[src/design/ues_consts.svh]
/*
 * Offsets, field positions and timing counts of the EP0 setup handshake.
 * Assumes a 50 MHz system clock and a byte-addressed Wishbone slave.
 */
`ifndef UES_CONSTS_SVH
`define UES_CONSTS_SVH

`define UES_OFF_CTRL     8'h00
`define UES_OFF_IN_CFG   8'h04
`define UES_OFF_OUT_CFG  8'h08
`define UES_OFF_IFLAGS   8'h0C
`define UES_OFF_IMASK    8'h10
`define UES_OFF_STATUS   8'h14

`define UES_BIT_EN       0
`define UES_BIT_BUFEN    0
`define UES_BIT_HOLD     0
`define UES_BIT_TXACT    1

`define UES_EV_SETUP     0
`define UES_EV_TXDONE    1
`define UES_EV_NAK       2
`define UES_NEV          3

`define UES_CLK_NS       20
`define UES_TX_MAX_NS    60000
`define UES_TX_MAX_CYC   (`UES_TX_MAX_NS / `UES_CLK_NS)
`define UES_CNT_W        12

`endif

[src/design/ues_pkg.sv]
/*
 * Types of the EP0 setup handshake: transmit states and module state.
 * Assumes ues_consts.svh on the include path.
 */
`include "ues_consts.svh"

package ues_pkg;

    typedef enum logic [1:0] {
        TX_IDLE,
        TX_NAK,
        TX_DATA
    } ues_tx_state_t;

    typedef struct packed {
        logic                  ack;
        logic [31:0]           dat;
        logic                  ctrl_en;
        logic                  in_en;
        logic                  out_en;
        ues_tx_state_t         state;
        logic [`UES_CNT_W-1:0] tx_cnt;
        logic                  hs_nak;
        logic                  tx_start;
        logic                  tx_active;
    } ues_top_st_t;

    typedef struct packed {
        logic [`UES_NEV-1:0]   status;
        logic [`UES_NEV-1:0]   mask;
        logic                  irq;
    } ues_irq_st_t;

    typedef struct packed {
        logic                  hold;
    } ues_gate_st_t;

endpackage

[src/design/ues_ep0_top.sv]
/*
 * EP0 setup handshake: Wishbone registers, NAK hold, IN answer logic.
 * Assumes a receive engine on clk_i giving token pulses and a busy level
 * covering each whole token, and a serializer that ends data with a pulse.
 */
// The address map and the Wishbone slave port are this design's own decisions.
// Summary of operation
// - SETUP for IN sets flag, raises interrupt
// - IN tokens NAKed while flag set
// - Flag clear in token CRC is harmless
// - Whole CRC bit interval is safe
// - Module enable low resets transmit state, event flags and hold; mask and buffer enables keep their values
// - No status flags endless transmit
// - Flag clear suppressed while buffers disabled
// - Disabled IN buffer leaves IN tokens unanswered
`timescale 1ns/10ps
`include "ues_consts.svh"

module ues_ep0_top (
    input  wire logic        clk_i,
    input  wire logic        rst_i,
    input  wire logic        wb_cyc_i,
    input  wire logic        wb_stb_i,
    input  wire logic        wb_we_i,
    input  wire logic [7:0]  wb_adr_i,
    input  wire logic [3:0]  wb_sel_i,
    input  wire logic [31:0] wb_dat_i,
    output logic      [31:0] wb_dat_o,
    output logic             wb_ack_o,
    input  wire logic        tok_busy_i,
    input  wire logic        tok_setup_i,
    input  wire logic        setup_dir_in_i,
    input  wire logic        tok_in_i,
    input  wire logic        tx_end_i,
    output logic             hs_nak_o,
    output logic             tx_start_o,
    output logic             tx_active_o,
    output logic             irq_o
);
    import ues_pkg::*;

    localparam int TX_LIMIT = `UES_TX_MAX_CYC;

    ues_top_st_t         s_r;
    ues_top_st_t         s_nxt;
    logic [`UES_NEV-1:0] ev_set;
    logic [`UES_NEV-1:0] irq_status;
    logic [`UES_NEV-1:0] irq_mask;
    logic                hold;
    logic                bufs_on;
    logic                bus_req;
    logic                wr_fire;
    logic                w1c_we;
    logic                mask_we;
    logic [31:0]         rd_data;

    ////////////////////////////////////////////////////////////////////////
    // Register decode

    function automatic logic reg_hit(input logic [7:0] adr,
                                     input logic [7:0] off);
        return {adr[7:2], 2'b00} == off;
    endfunction

    assign bus_req = wb_cyc_i & wb_stb_i;
    assign wr_fire = bus_req & wb_we_i & s_r.ack & wb_sel_i[0];
    assign w1c_we  = wr_fire & reg_hit(wb_adr_i, `UES_OFF_IFLAGS);
    assign mask_we = wr_fire & reg_hit(wb_adr_i, `UES_OFF_IMASK);
    assign bufs_on = s_r.in_en & s_r.out_en;

    always_comb begin
        rd_data = 32'h0000_0000;
        if (reg_hit(wb_adr_i, `UES_OFF_CTRL)) begin
            rd_data[`UES_BIT_EN] = s_r.ctrl_en;
        end
        if (reg_hit(wb_adr_i, `UES_OFF_IN_CFG)) begin
            rd_data[`UES_BIT_BUFEN] = s_r.in_en;
        end
        if (reg_hit(wb_adr_i, `UES_OFF_OUT_CFG)) begin
            rd_data[`UES_BIT_BUFEN] = s_r.out_en;
        end
        if (reg_hit(wb_adr_i, `UES_OFF_IFLAGS)) begin
            rd_data[`UES_NEV-1:0] = irq_status;
        end
        if (reg_hit(wb_adr_i, `UES_OFF_IMASK)) begin
            rd_data[`UES_NEV-1:0] = irq_mask;
        end
        if (reg_hit(wb_adr_i, `UES_OFF_STATUS)) begin
            rd_data[`UES_BIT_HOLD]  = hold;
            rd_data[`UES_BIT_TXACT] = s_r.tx_active;
        end
    end

    ////////////////////////////////////////////////////////////////////////
    // Events

    always_comb begin
        ev_set = '0;
        ev_set[`UES_EV_SETUP]  = s_r.ctrl_en & tok_setup_i
                               & setup_dir_in_i;
        ev_set[`UES_EV_TXDONE] = s_r.ctrl_en & tx_end_i
                               & (s_r.state == TX_DATA);
        ev_set[`UES_EV_NAK]    = s_r.ctrl_en & s_r.hs_nak;
    end

    ////////////////////////////////////////////////////////////////////////
    // Next state

    always_comb begin
        s_nxt          = s_r;
        s_nxt.ack      = bus_req & ~s_r.ack;
        s_nxt.hs_nak   = 1'b0;
        s_nxt.tx_start = 1'b0;
        if (bus_req & ~s_r.ack) begin
            s_nxt.dat = rd_data;
        end
        if (wr_fire) begin
            if (reg_hit(wb_adr_i, `UES_OFF_CTRL)) begin
                s_nxt.ctrl_en = wb_dat_i[`UES_BIT_EN];
            end
            if (reg_hit(wb_adr_i, `UES_OFF_IN_CFG)) begin
                s_nxt.in_en = wb_dat_i[`UES_BIT_BUFEN];
            end
            if (reg_hit(wb_adr_i, `UES_OFF_OUT_CFG)) begin
                s_nxt.out_en = wb_dat_i[`UES_BIT_BUFEN];
            end
        end
        if (!s_r.ctrl_en) begin
            // Transmit logic held in idle while disabled
            s_nxt.state     = TX_IDLE;
            s_nxt.tx_active = 1'b0;
            s_nxt.tx_cnt    = '0;
        end else begin
            case (s_r.state)
                TX_IDLE: begin
                    if (tok_in_i && s_r.in_en) begin
                        if (hold) begin
                            s_nxt.hs_nak = 1'b1;
                            s_nxt.state  = TX_NAK;
                        end else begin
                            // Data stage once software released hold
                            s_nxt.tx_start  = 1'b1;
                            s_nxt.tx_active = 1'b1;
                            s_nxt.tx_cnt    = '0;
                            s_nxt.state     = TX_DATA;
                        end
                    end
                    // Buffer disabled: token left unanswered
                end
                TX_NAK: begin
                    s_nxt.state = TX_IDLE;
                end
                TX_DATA: begin
                    s_nxt.tx_cnt = s_r.tx_cnt + `UES_CNT_W'(1);
                    if (tx_end_i || tok_setup_i) begin
                        s_nxt.state     = TX_IDLE;
                        s_nxt.tx_active = 1'b0;
                    end else if (s_r.tx_cnt ==
                                 `UES_CNT_W'(TX_LIMIT - 1)) begin
                        // Silent abort, no flag raised
                        s_nxt.state     = TX_IDLE;
                        s_nxt.tx_active = 1'b0;
                    end
                end
                default: begin
                    s_nxt.state     = TX_IDLE;
                    s_nxt.tx_active = 1'b0;
                end
            endcase
        end
    end

    always_ff @(posedge clk_i) begin
        if (rst_i) begin
            s_r <= '0;
        end else begin
            s_r <= s_nxt;
        end
    end

    ////////////////////////////////////////////////////////////////////////
    // Submodules

    ues_irq u_irq (
        .clk_i     (clk_i),
        .rst_i     (rst_i),
        .clr_all_i (~s_r.ctrl_en),
        .set_i     (ev_set),
        .w1c_we_i  (w1c_we),
        .w1c_i     (wb_dat_i[`UES_NEV-1:0]),
        .mask_we_i (mask_we),
        .mask_i    (wb_dat_i[`UES_NEV-1:0]),
        .status_o  (irq_status),
        .mask_o    (irq_mask),
        .irq_o     (irq_o)
    );

    ues_gate u_gate (
        .clk_i      (clk_i),
        .rst_i      (rst_i),
        .en_i       (s_r.ctrl_en),
        .bufs_on_i  (bufs_on),
        .tok_busy_i (tok_busy_i),
        .flag_i     (irq_status[`UES_EV_SETUP]),
        .hold_o     (hold)
    );

    assign wb_dat_o    = s_r.dat;
    assign wb_ack_o    = s_r.ack;
    assign hs_nak_o    = s_r.hs_nak;
    assign tx_start_o  = s_r.tx_start;
    assign tx_active_o = s_r.tx_active;
endmodule

[src/design/ues_irq.sv]
/*
 * Sticky event flags, write-one-to-clear, with mask and level interrupt.
 * Assumes one clock, synchronous active-high reset.
 */
`timescale 1ns/10ps
`include "ues_consts.svh"

module ues_irq (
    input  wire logic                clk_i,
    input  wire logic                rst_i,
    input  wire logic                clr_all_i,
    input  wire logic [`UES_NEV-1:0] set_i,
    input  wire logic                w1c_we_i,
    input  wire logic [`UES_NEV-1:0] w1c_i,
    input  wire logic                mask_we_i,
    input  wire logic [`UES_NEV-1:0] mask_i,
    output logic      [`UES_NEV-1:0] status_o,
    output logic      [`UES_NEV-1:0] mask_o,
    output logic                     irq_o
);
    import ues_pkg::*;

    ues_irq_st_t s_r;
    ues_irq_st_t s_nxt;

    always_comb begin
        s_nxt = s_r;
        if (w1c_we_i) begin
            s_nxt.status = s_r.status & ~w1c_i;
        end
        // Set wins over a write-one clear in the same cycle; clr_all_i wins over both
        s_nxt.status = s_nxt.status | set_i;
        if (mask_we_i) begin
            s_nxt.mask = mask_i;
        end
        if (clr_all_i) begin
            s_nxt.status = '0;
        end
        s_nxt.irq = |(s_nxt.status & s_nxt.mask);
    end

    always_ff @(posedge clk_i) begin
        if (rst_i) begin
            s_r <= '0;
        end else begin
            s_r <= s_nxt;
        end
    end

    assign status_o = s_r.status;
    assign mask_o   = s_r.mask;
    assign irq_o    = s_r.irq;

endmodule

[src/design/ues_gate.sv]
/*
 * NAK hold as seen by the transmit logic, set one cycle after the flag, cleared by software only between tokens, or at once by module disable.
 * Assumes token-busy from the receive engine on the same clock.
 */
`timescale 1ns/10ps
`include "ues_consts.svh"

module ues_gate (
    input  wire logic clk_i,
    input  wire logic rst_i,
    input  wire logic en_i,
    input  wire logic bufs_on_i,
    input  wire logic tok_busy_i,
    input  wire logic flag_i,
    output logic      hold_o
);
    import ues_pkg::*;

    ues_gate_st_t s_r;
    ues_gate_st_t s_nxt;

    always_comb begin
        s_nxt = s_r;
        if (!en_i) begin
            s_nxt.hold = 1'b0;
        end else if (flag_i) begin
            s_nxt.hold = 1'b1;
        end else if (bufs_on_i && !tok_busy_i) begin
            // Clear applied only with buffers on and no token in flight
            s_nxt.hold = 1'b0;
        end
    end

    always_ff @(posedge clk_i) begin
        if (rst_i) begin
            s_r <= '0;
        end else begin
            s_r <= s_nxt;
        end
    end

    assign hold_o = s_r.hold;

endmodule

[config.mk]
export PLATFORM = sky130hd
export DESIGN_NAME = ues_ep0_top
export DESIGN_NICKNAME = d
export VERILOG_FILES = /design/src/design/ues_pkg.sv /design/src/design/ues_ep0_top.sv /design/src/design/ues_irq.sv /design/src/design/ues_gate.sv
export VERILOG_INCLUDE_DIRS = /design/src /design/src/design
export SDC_FILE = /design/constraint.sdc
export NUM_CORES = 1
export LEC_CHECK = 0
export ABC_CLOCK_PERIOD_IN_PS = 4360
export BUFFER_PORTS_ARGS = -buffer_cell sky130_fd_sc_hd__buf_2
export CELL_PAD_IN_SITES_DETAIL_PLACEMENT = 0
export CELL_PAD_IN_SITES_GLOBAL_PLACEMENT = 1
export CORE_MARGIN = 3
export CORE_UTILIZATION = 30
export DETAILED_ROUTE_END_ITERATION = 8
export GPL_TIMING_DRIVEN = 1
export HOLD_SLACK_MARGIN = 0.05
export PLACE_DENSITY_LB_ADDON = 0.2
export SETUP_SLACK_MARGIN = 0.05
export SLEW_MARGIN = 10
export SYNTH_ARGS = -nofsm -noshare
export SYNTH_HDL_FRONTEND = slang
export SYNTH_SLANG_ARGS = --single-unit
[constraint.sdc]
create_clock -name clk_i -period 4.36 [get_ports clk_i]
set_input_delay 1.09 -clock clk_i [delete_from_list [all_inputs] [get_ports clk_i]]
set_output_delay 1.09 -clock clk_i [all_outputs]
set_load 0.01 [all_outputs]
==> results of run 1 <==
[cells in the mapped netlist (all sizes together), types with 4 or more instances]
library cell,n,area (um2)
buf,32,240
dfxtp,32,641
nor2,27,101
nand2,12,45.0
nor2b,9,56.3
a21oi,8,40.0
xnor2,7,61.3
inv,6,22.5
nand3,6,30.0
nor4,5,31.3
a22oi,4,35.0
mux2i,4,40.0
[flip-flops by register name (all words and copies together) (netlist names)]
signal / flops
s_r: 17
u_irq.mask_o: 3
u_irq.status_o: 3
wb_dat_o: 3
hs_nak_o: 1
tx_active_o: 1
tx_start_o: 1
u_gate.hold_o: 1
u_irq.irq_o: 1
wb_ack_o: 1
[through the flow]
step                instances  instance area [um2]
floorplan                 226                 1850
global placement          291                 1820
detailed placement        291                 1820
CTS                       298                 1920
global route              298                 1920
finish                    298                 1920
[metal layers]
metal | vias to the layer above | GRT usage [%]
met5 | - | 0
met4 | 0 | 2.99
met3 | 2 | 3.80
met2 | 31 | 19.6
met1 | 576 | 13.9
li1 | 675 | -
[final timing paths]
kind,end,from,slack [ns],cells past startpoint
setup / recovery,u_irq.irq_o$_SDFF_PP0_,wb_adr_i[7],2.02,6
hold / removal,wb_dat_o[0]$_SDFFE_PP0P_,wb_dat_o[0]$_SDFFE_PP0P_,0.45,2
setup reg to reg,u_irq.irq_o$_SDFF_PP0_,wb_ack_o$_SDFF_PP0_,2.64,5
hold reg to reg,wb_dat_o[0]$_SDFFE_PP0P_,wb_dat_o[0]$_SDFFE_PP0P_,0.45,2
[worst max-delay path, stage by stage]
cell	delay, ns
sky130_fd_sc_hd__buf_2	0.12
sky130_fd_sc_hd__nor4b_2	0.39
sky130_fd_sc_hd__nand4bb_1	0.26
sky130_fd_sc_hd__mux2_2	0.35
sky130_fd_sc_hd__a22oi_2	0.20
sky130_fd_sc_hd__o2bb2ai_1	0.08
[kinds of logic (layout without fill, tap and decap cells)]
logic type / count (synthesis) / in the layout / synth area share, %
AND/OR/NAND/NOR: 78 / 78 / 23.4
buffers and inverters: 40 / 40 / 15.5
flip-flops: 32 / 32 / 36.8
AO/OA/AOI/OAI: 28 / 28 / 12.8
XOR/XNOR: 10 / 10 / 5.03
multiplexers: 8 / 8 / 5.53
adder cells (fa/ha/maj): 1 / 1 / 0.718
other: 1 / 29 / 0.215
[power groups by stage]
stage	combinational [mW]	clock, mW	sequential [mW]
floorplan	0.0416	0	0.301
finish	0.0373	0.244	0.294
global route	0.0426	0.270	0.294
CTS	0.0370	0.253	0.294
global placement	0.0371	0	0.300
detailed placement	0.0368	0	0.300
[cell type report]
class / instances / area share [%]
Clock buffer: 7 / 5.02
Inverter: 6 / 1.17
Multi-Input combinational cell: 154 / 48.7
Sequential cell: 32 / 33.4
Tap cell: 72 / 4.69
Timing Repair Buffer: 27 / 7.04
==> metrics.txt, run 1 <==
DIE WIDTH 82.2 um; DP HPWL 2.82 mm; total of warnings raised by yosys 0; H-tree lvl count 2; worst hold slack around 0.45 ns; Final #Nets 281; total global routing overflow 0; number of iterations in the first detailed-routing pass 4; total CTS buffers 5; power density over the cells 299 mW/mm2; highest-count cells in the layout ignoring fill and taps 32 x sky130_fd_sc_hd__dfxtp_1, 29 x sky130_fd_sc_hd__conb_1, 27 x sky130_fd_sc_hd__nor2_1, 27 x sky130_fd_sc_hd__buf_2, 12 x sky130_fd_sc_hd__nand2_1; Leakage Power 0.747 nW; worst slew pin tran 0.618 ns; number of distinct library cells after synthesis 45; status finished, final reports clean; RSZ-0062 raised after global routing no; number of buffers added on ports 27; Core Box Area 0.00557 mm2; type of element launching the critical path input pin; Multi-input gate area 936 um2; Max Root-Sink Buffers 2; predominant post-synthesis flop cell sky130_fd_sc_hd__dfxtp_1; die footprint just under 0.007 mm2; DRC violation count after routing 0; Layout Utilization approximately a third; fmax between 400 and 500 MHz; # resized after CTS 0; CTS clock-pin slew for the worst setup and hold paths ~0.06 ns; Synth Register Bits 32; cells after synthesis 198; number of routed nets with antenna violations 0; final weighted congestion of routability-driven global placement 0.728; library cell used as clock root buffer sky130_fd_sc_hd__clkbuf_8; number of hold-slack violations in the final timing report 0; net switching power 0.130 mW; number of global-route vias before repair roughly 1300; initial standard-cell utilization of the core 31.2%; largest vdd supply drop 0.141 mV; Pwr Total 0.575 mW; Met1 Wirelength about 1.6 mm; total met2 wirelength after detailed routing 1.65 mm; number of violations of the max-capacitance limit 0; total I/O pin count 91; detail-routed via count per cell 4.31; Num Clock Sinks 32; layout cell share with drive strength beyond 1 19.5%; portion of total power attributed to sequential cells about half; 1st-iter DRT viols 60; CTS tree built; combined area of all synthesized cells 0.00174 mm2; count of hold buffers inserted by post-cts repair 0; Period minus WS final roughly 2.3 ns; minimum setup slack in the final design 2.02 ns; combinational share of power 6.5%; post-CTS repair timing setup buffer count 0; count of antenna diodes in the layout 0; uppermost layer routed met4; first-pass GRT wire length 5.88 mm; Cell Rows 27; sequential share of the synthesized area roughly 37%; met3 routed wirelength approximately 230 um; worst endpoint required time 4.52 ns; WL per Instance 11.9 um; CP arrival 2.50 ns; most common cell after layout, fill and taps aside sky130_fd_sc_hd__dfxtp_1; Worst Setup Slack post-DPL 1.70 ns; fraction of the cycle the final worst path needs 53.8%; relative max-transition margin 58.4%; Fillers 607; kind of critical path input pin to flip-flop; Worst Hold Class flip-flop to flip-flop; antenna violations before repair 0; count of flip-flops with a built-in enable after synthesis 0; cell-internal power roughly 0.44 mW; Storage cell area around 640 um2; source-to-sink clock delay at the later pin of the worst-skew pair ~0.27 ns; count of endpoints failing setup in the final report 0; largest net degree at the start of global routing 13; switching portion of total power a little under a quarter; nature of the critical path endpoint flip-flop; area growth from synthesis to layout 10.3%; setup TNS after final layout 0 ns; final clock skew 0.00270 ns; average footprint of a synthesized cell 8.80 um2; async set or reset register ratio after synthesis 0%; final routed wirelength across all metal layers between 3 and 4 mm; clock power share about 42%; Max FO, Critical Path 4; die height around 82 um; global routing usage summed across all routing layers approximately 12%; vias 1284; max-slew violations 0
Power figures use the tool's default switching activity.
==> run 2, diff against run 1 <==
- ABC_CLOCK_PERIOD_IN_PS: 4360 -> 1900
- CORE_UTILIZATION: 30 -> 29
- clock period: 4.36 -> 1.9 ns (I/O delays scaled with it)
==> metrics.txt, run 2 (synthesized netlist as in run 1, its figures left out) <==
portion of total power attributed to sequential cells 47.7% (-3.4 points); hold worst-path end wb_dat_o[0]$_SDFFE_PP0P_; RSZ-0062 raised after global routing no; H-tree lvl count 2 (unchanged); number of buffers added on ports 27 (unchanged); Period minus WS final between 1.5 and 2 ns; final routed wirelength across all metal layers 3.71 mm (+4.9%); largest vdd supply drop 0.320 mV (+130%); Critical R2R Capture u_irq.irq_o$_SDFF_PP0_; Bufs and invs on worst path 1 (unchanged); CTS clock-pin slew for the worst setup and hold paths 0.07 ns (about the same); Met1 Wirelength 1.71 mm (+4.8%); Pwr Total 1.41 mW (+150%); clock power share 46.0% (+3.6 points); flip-flop count of the largest register, all copies and words added 17 (unchanged); CP arrival 1.85 ns (-0.65 ns); count of cells along the worst register-to-register path 5 (unchanged); number of global-route vias before repair 1292 (+2.1%); Worst Hold Class flip-flop to flip-flop; net switching power 0.325 mW (+150%); worst endpoint required time 2.08 ns (-2.44 ns); Leakage Power 0.793 nW (+6.1%); startpoint of the most critical register-to-register path wb_ack_o$_SDFF_PP0_; most common cell after layout, fill and taps aside sky130_fd_sc_hd__dfxtp_1; first-pass GRT wire length 6.17 mm (+4.9%); number of hold-slack violations in the final timing report 0 (unchanged); WL per Instance 12.0 um (+1.5%); Final #Nets 290 (+3.2%); # resized after CTS 0 (unchanged); cell at the slowest stage of the critical path sky130_fd_sc_hd__or4_4; DP HPWL 2.94 mm (+4.6%); gate family responsible for the most delay along the worst path simple AND/OR/NAND/NOR gates; CTS tree built; global routing usage summed across all routing layers 11.2% (-0.34 points); area growth from synthesis to layout 15.0%; count of endpoints failing setup in the final report 0 (unchanged); initial standard-cell utilization of the core 30.9% (-0.37 points); layout cell share with drive strength beyond 1 22.9% (+3.4 points); Worst setup startpoint wb_adr_i[7]; combinational share of power 6.4% (about the same); source-to-sink clock delay at the later pin of the worst-skew pair 0.28 ns (about the same); fmax about 600 MHz; Num Clock Sinks 32 (unchanged); post-CTS repair timing setup buffer count 0 (unchanged); number of standard cells in the layout, taps in and fillers out 308 (+3.4%); die footprint 0.00697 mm2 (+3.2%); switching portion of total power 23.0% (+0.37 points); detail-routed via count per cell 4.33 (+0.60%); kind of critical path input pin to flip-flop; hold path startpoint wb_dat_o[0]$_SDFFE_PP0P_; status finished, final reports clean; total met2 wirelength after detailed routing 1.71 mm (+3.5%); slack of the worst reg-to-reg path 0.37 ns (-2.27 ns); DIE WIDTH 83.5 um (+1.6%); total I/O pin count 91 (unchanged); Cell Rows 27 (unchanged); Fillers 626 (+3.1%); Hold Path Stages 2 (unchanged); register containing the most flip-flops in the final layout s_r; nature of the critical path endpoint flip-flop; antenna violations before repair 0 (unchanged); library cell used as clock root buffer sky130_fd_sc_hd__clkbuf_8; 1st-iter DRT viols 36 (-40%); die height 83.5 um (+1.6%); Max Root-Sink Buffers 2 (unchanged); count of antenna diodes in the layout 0 (unchanged); Worst Setup Slack post-DPL -0.0815 ns (-1.78 ns); total CTS buffers 5 (unchanged); highest-count cells in the layout ignoring fill and taps 32 x sky130_fd_sc_hd__dfxtp_1, 29 x sky130_fd_sc_hd__conb_1, 27 x sky130_fd_sc_hd__nor2_1, 27 x sky130_fd_sc_hd__buf_2, 12 x sky130_fd_sc_hd__nand2_1; number of violations of the max-capacitance limit 0 (unchanged); CP Cell Sequence buf_2 -> or4_4 -> o41ai_2 -> nand2_1 -> a22oi_2 -> o2bb2ai_1; number of routed nets with antenna violations 0 (unchanged); final clock skew 0.00536 ns (+0.00266 ns); worst stage delay on the critical path 0.57 ns (+0.18 ns); max-slew violations 0 (unchanged); final weighted congestion of routability-driven global placement 0.737 (+1.3%); Max FO, Critical Path 3 (-1); minimum setup slack in the final design 0.225 ns (-1.79 ns); Placed Cells incl. Taps 300 (+3.1%); largest net degree at the start of global routing 13 (unchanged); Core Box Area 0.00564 mm2 (+1.2%); DRC violation count after routing 0 (unchanged); vias 1335 (+4.0%); number of iterations in the first detailed-routing pass 2 (-2); cell-internal power 1.09 mW (+140%); met3 routed wirelength 234 um (+1.3%); power density over the cells 706 mW/mm2 (+140%); type of element launching the critical path input pin; total global routing overflow 0 (unchanged); fraction of the cycle the final worst path needs 88.1%; count of hold buffers inserted by post-cts repair 0 (unchanged); uppermost layer routed met4
run 2: cell count changes in the layout (fill, tap and decap cells not counted):
cell,change
sky130_fd_sc_hd__buf_4,+9
sky130_fd_sc_hd__bufinv_16,+1
sky130_fd_sc_hd__clkbuf_8,-2
sky130_fd_sc_hd__clkinv_2,+1
sky130_fd_sc_hd__clkinvlp_4,+1
run 2: how the worst max path moves through the flow:
stage / end / slack [ns] / depth (start not counted)
after floorplan: u_irq.irq_o$_SDFF_PP0_ / 0.14 / 5
after global placement: u_irq.irq_o$_SDFF_PP0_ / -0.08 / 6
after detailed placement: u_irq.irq_o$_SDFF_PP0_ / -0.08 / 6
after CTS: u_irq.irq_o$_SDFF_PP0_ / 0.23 / 6
after global routing: u_irq.irq_o$_SDFF_PP0_ / 0.14 / 6
final: u_irq.irq_o$_SDFF_PP0_ / 0.23 / 6
run 2: worst min-delay path, stage by stage, from the launching register on:
cell,delay (ns)
sky130_fd_sc_hd__dfxtp_1,0.31
sky130_fd_sc_hd__nand2_1,0.05
sky130_fd_sc_hd__a21oi_1,0.05
run 2: per-stage QoR:
step                      area, um2  utilization [%]  hold slack [ns]  setup TNS [ns]
after global routing           2000             35.5            0.486               0
after floorplan                1850                -            0.432               0
after detailed placement       1890             33.5            0.446          -0.106
after global placement         1890             33.5            0.441          -0.125
after CTS                      2000             35.5            0.457               0
final                          2000             35.5            0.453               0
run 2: cell type report:
cell class	instances	area, um2	share of cell area [%]
timing repair buffer	36	203	10.1
inverter	6	22.5	1.12
clock buffer	5	68.8	3.44
multi-input combinational	154	936	46.7
tap	72	90.1	4.50
clock inverter	3	42.5	2.12
sequential	32	641	32.0
run 2: power by group through the flow:
stage	Clock (mW)	Sequential, mW	Combinational [mW]
detailed placement	0	0.689	0.0886
CTS	0.677	0.674	0.0892
finish	0.650	0.674	0.0901
global route	0.709	0.674	0.101
floorplan	0	0.690	0.0955
global placement	0	0.689	0.0892
run 2: per-layer routing:
metal	GRT usage [%]	vias to the layer above
met4	3.22	0
met5	0	-
met3	4.34	6
met2	18.1	37
met1	13.9	595
li1	-	697
==> run 3, diff against run 2 <==
- ABC_CLOCK_PERIOD_IN_PS: 1900 -> 1500
- MAX_ROUTING_LAYER: unset -> met4
- clock period: 1.9 -> 1.5 ns (I/O delays scaled with it)
==> metrics.txt, run 3 (synthesized netlist as in run 1, its figures left out) <==
total I/O pin count 91 (unchanged); gate family responsible for the most delay along the worst path simple AND/OR/NAND/NOR gates; die height 83.5 um (unchanged); number of global-route vias before repair 1366 (+5.7%); Cell Rows 27 (unchanged); die footprint 0.00697 mm2 (unchanged); count of hold buffers inserted by post-cts repair 0 (unchanged); max-slew violations 0 (unchanged); CTS clock-pin slew for the worst setup and hold paths 0.07 ns (about the same); antenna violations before repair 0 (unchanged); first-pass GRT wire length 6.20 mm (+0.57%); total global routing overflow 0 (unchanged); fraction of the cycle the final worst path needs approximately 98%; number of violations of the max-capacitance limit 0 (unchanged); detail-routed via count per cell 4.34 (about the same); number of routed nets with antenna violations 0 (unchanged); nature of the critical path endpoint flip-flop; H-tree lvl count 2 (unchanged); total CTS buffers 5 (unchanged); status finished, final reports clean; RSZ-0062 raised after global routing yes; area growth from synthesis to layout 30.0%; fmax 680 MHz; type of element launching the critical path input pin; switching portion of total power 22.9% (-0.11 points); minimum setup slack in the final design 0.0284 ns (-0.197 ns); Layout Utilization 40.1% (+4.6 points); cell-internal power 1.39 mW (+28%); Max FO, Critical Path 3 (unchanged); net switching power 0.414 mW (+27%); Post-Layout Inst Area 0.00226 mm2 (+13%); highest-count cells in the layout ignoring fill and taps 29 x sky130_fd_sc_hd__conb_1, 28 x sky130_fd_sc_hd__dfxtp_1, 25 x sky130_fd_sc_hd__nor2_1, 25 x sky130_fd_sc_hd__buf_2, 25 x sky130_fd_sc_hd__buf_4; layout cell share with drive strength beyond 1 34.0% (+11 points); DP HPWL 3.07 mm (+4.3%); worst stage delay on the critical path 0.59 ns (+0.02 ns); CP Cell Sequence buf_6 -> or4_4 -> o41ai_4 -> nand2_1 -> a22oi_2 -> o2bb2ai_1; initial standard-cell utilization of the core 30.9% (unchanged); CP arrival 1.65 ns (-0.20 ns); Max Root-Sink Buffers 2 (unchanged); number of iterations in the first detailed-routing pass 4 (+2); kind of critical path input pin to flip-flop; power density over the cells 799 mW/mm2 (+13%); post-placement cell area 0.00205 mm2 (+8.5%); cell at the slowest stage of the critical path sky130_fd_sc_hd__or4_4; Core Box Area 0.00564 mm2 (unchanged); count of antenna diodes in the layout 0 (unchanged); flip-flop count of the largest register, all copies and words added 17 (unchanged); CTS tree built; number of hold-slack violations in the final timing report 0 (unchanged); largest vdd supply drop 0.444 mV (+39%); Worst Setup Slack post-DPL -0.324 ns (-0.243 ns); 1st-iter DRT viols 43 (+19%); global routing usage summed across all routing layers 11.5% (+0.33 points); portion of total power attributed to sequential cells 47.1% (-0.6 points); Num Clock Sinks 32 (unchanged); DIE WIDTH 83.5 um (unchanged); Bufs and invs on worst path 1 (unchanged); register containing the most flip-flops in the final layout s_r; WL per Instance 12.0 um (-0.22%); combinational share of power 7.6% (+1.2 points); number of buffers added on ports 27 (unchanged); count of endpoints failing setup in the final report 0 (unchanged); DRC violation count after routing 0 (unchanged); Leakage Power 0.937 nW (+18%); largest net degree at the start of global routing 11 (-2); source-to-sink clock delay at the later pin of the worst-skew pair 0.29 ns (about the same); vias 1410 (+5.6%); Fillers 596 (-4.8%); final weighted congestion of routability-driven global placement 0.723 (-1.9%); Final #Nets 307 (+5.9%); Worst Hold Class input pin to flip-flop; most common cell after layout, fill and taps aside sky130_fd_sc_hd__conb_1; Period minus WS final 1.47 ns; final routed wirelength across all metal layers 3.90 mm (+5.3%); worst endpoint required time 1.68 ns (-0.40 ns); library cell used as clock root buffer sky130_fd_sc_hd__clkbuf_8; clock power share 45.3% (-0.7 points); final clock skew 0.00525 ns (-0.000112 ns)
## run 3: changes by cell type in the layout (fill, tap and decap cells not counted), moves of 2 or more
| cell | delta |
|---|---|
| sky130_fd_sc_hd__buf_4 | +16 |
| sky130_fd_sc_hd__dfxtp_1 | -4 |
| sky130_fd_sc_hd__dfxtp_2 | +3 |
| sky130_fd_sc_hd__buf_2 | -2 |
| sky130_fd_sc_hd__buf_6 | +2 |
| sky130_fd_sc_hd__nor2_1 | -2 |
| sky130_fd_sc_hd__nor4_1 | -2 |
## run 3: stage by stage
stage	hold WS (ns)	setup TNS (ns)	total power, mW	instances
6_report	0.401	0	1.81	325
5_1_grt	0.413	-0.103	1.89	325
4_1_cts	0.400	0	1.83	324
3_5_place_dp	0.449	-1.72	1.00	316
3_3_place_gp	0.445	-1.73	1.00	316
2_1_floorplan	0.432	-0.102	0.999	226
## run 3: timing repair
action / 4_1_cts / 5_1_grt
buffers inserted: 0 / 1
setup endpoints to repair: 2 / 16
pin swaps: 1 / 7
cloned: 0 / 0
resized for setup: 5 / 17
## run 3: worst paths after layout
kind | start | end | slack (ns) | cells past startpoint
worst max-delay path | wb_adr_i[4] | u_irq.irq_o$_SDFF_PP0_ | 0.03 | 6
worst min-delay path | tok_in_i | s_r[15]$_SDFFE_PP0P_ | 0.40 | 3
worst max register to register | s_r[14]$_SDFFE_PP0P_ | tx_active_o$_SDFFE_PP0P_ | 0.07 | 5
worst min register to register | wb_dat_o[1]$_SDFFE_PP0P_ | wb_dat_o[1]$_SDFFE_PP0P_ | 0.46 | 2
## run 3: area by class of cell
| class | instances | area (um2) | share of cell area [%] |
|---|---|---|---|
| clock buffer | 6 | 72.6 | 3.21 |
| clock inverter | 2 | 35.0 | 1.55 |
| inverter | 6 | 22.5 | 0.995 |
| multi-input combinational | 154 | 1040 | 45.9 |
| sequential | 32 | 648 | 28.6 |
| tap | 72 | 90.1 | 3.98 |
| timing repair buffer | 53 | 355 | 15.7 |
## run 3: tightest hold or removal path, stage by stage
cell and delay (ns):
sky130_fd_sc_hd__buf_2 0.10, sky130_fd_sc_hd__nand2_1 0.10, sky130_fd_sc_hd__nor4_1 0.06
## run 3: power by group through the flow
stage                     Clock (mW)  Sequential [mW]  Combinational (mW)
final                          0.820            0.852               0.137
after global placement             0            0.873               0.130
after detailed placement           0            0.873               0.130
after global routing           0.887            0.851               0.151
after floorplan                    0            0.874               0.125
after CTS                      0.840            0.854               0.136
## run 3: metal layers
layer  GRT usage [%]  vias to the layer above  wire, um  part of all wire (%)
met4            4.39                        0        48                   1.2
met5               -                        -         0                     0
met2            18.6                       33      1900                    49
met3            3.46                        7       205                   5.3
met1            13.6                      640      1750                    45
li1                -                      730         -                     -
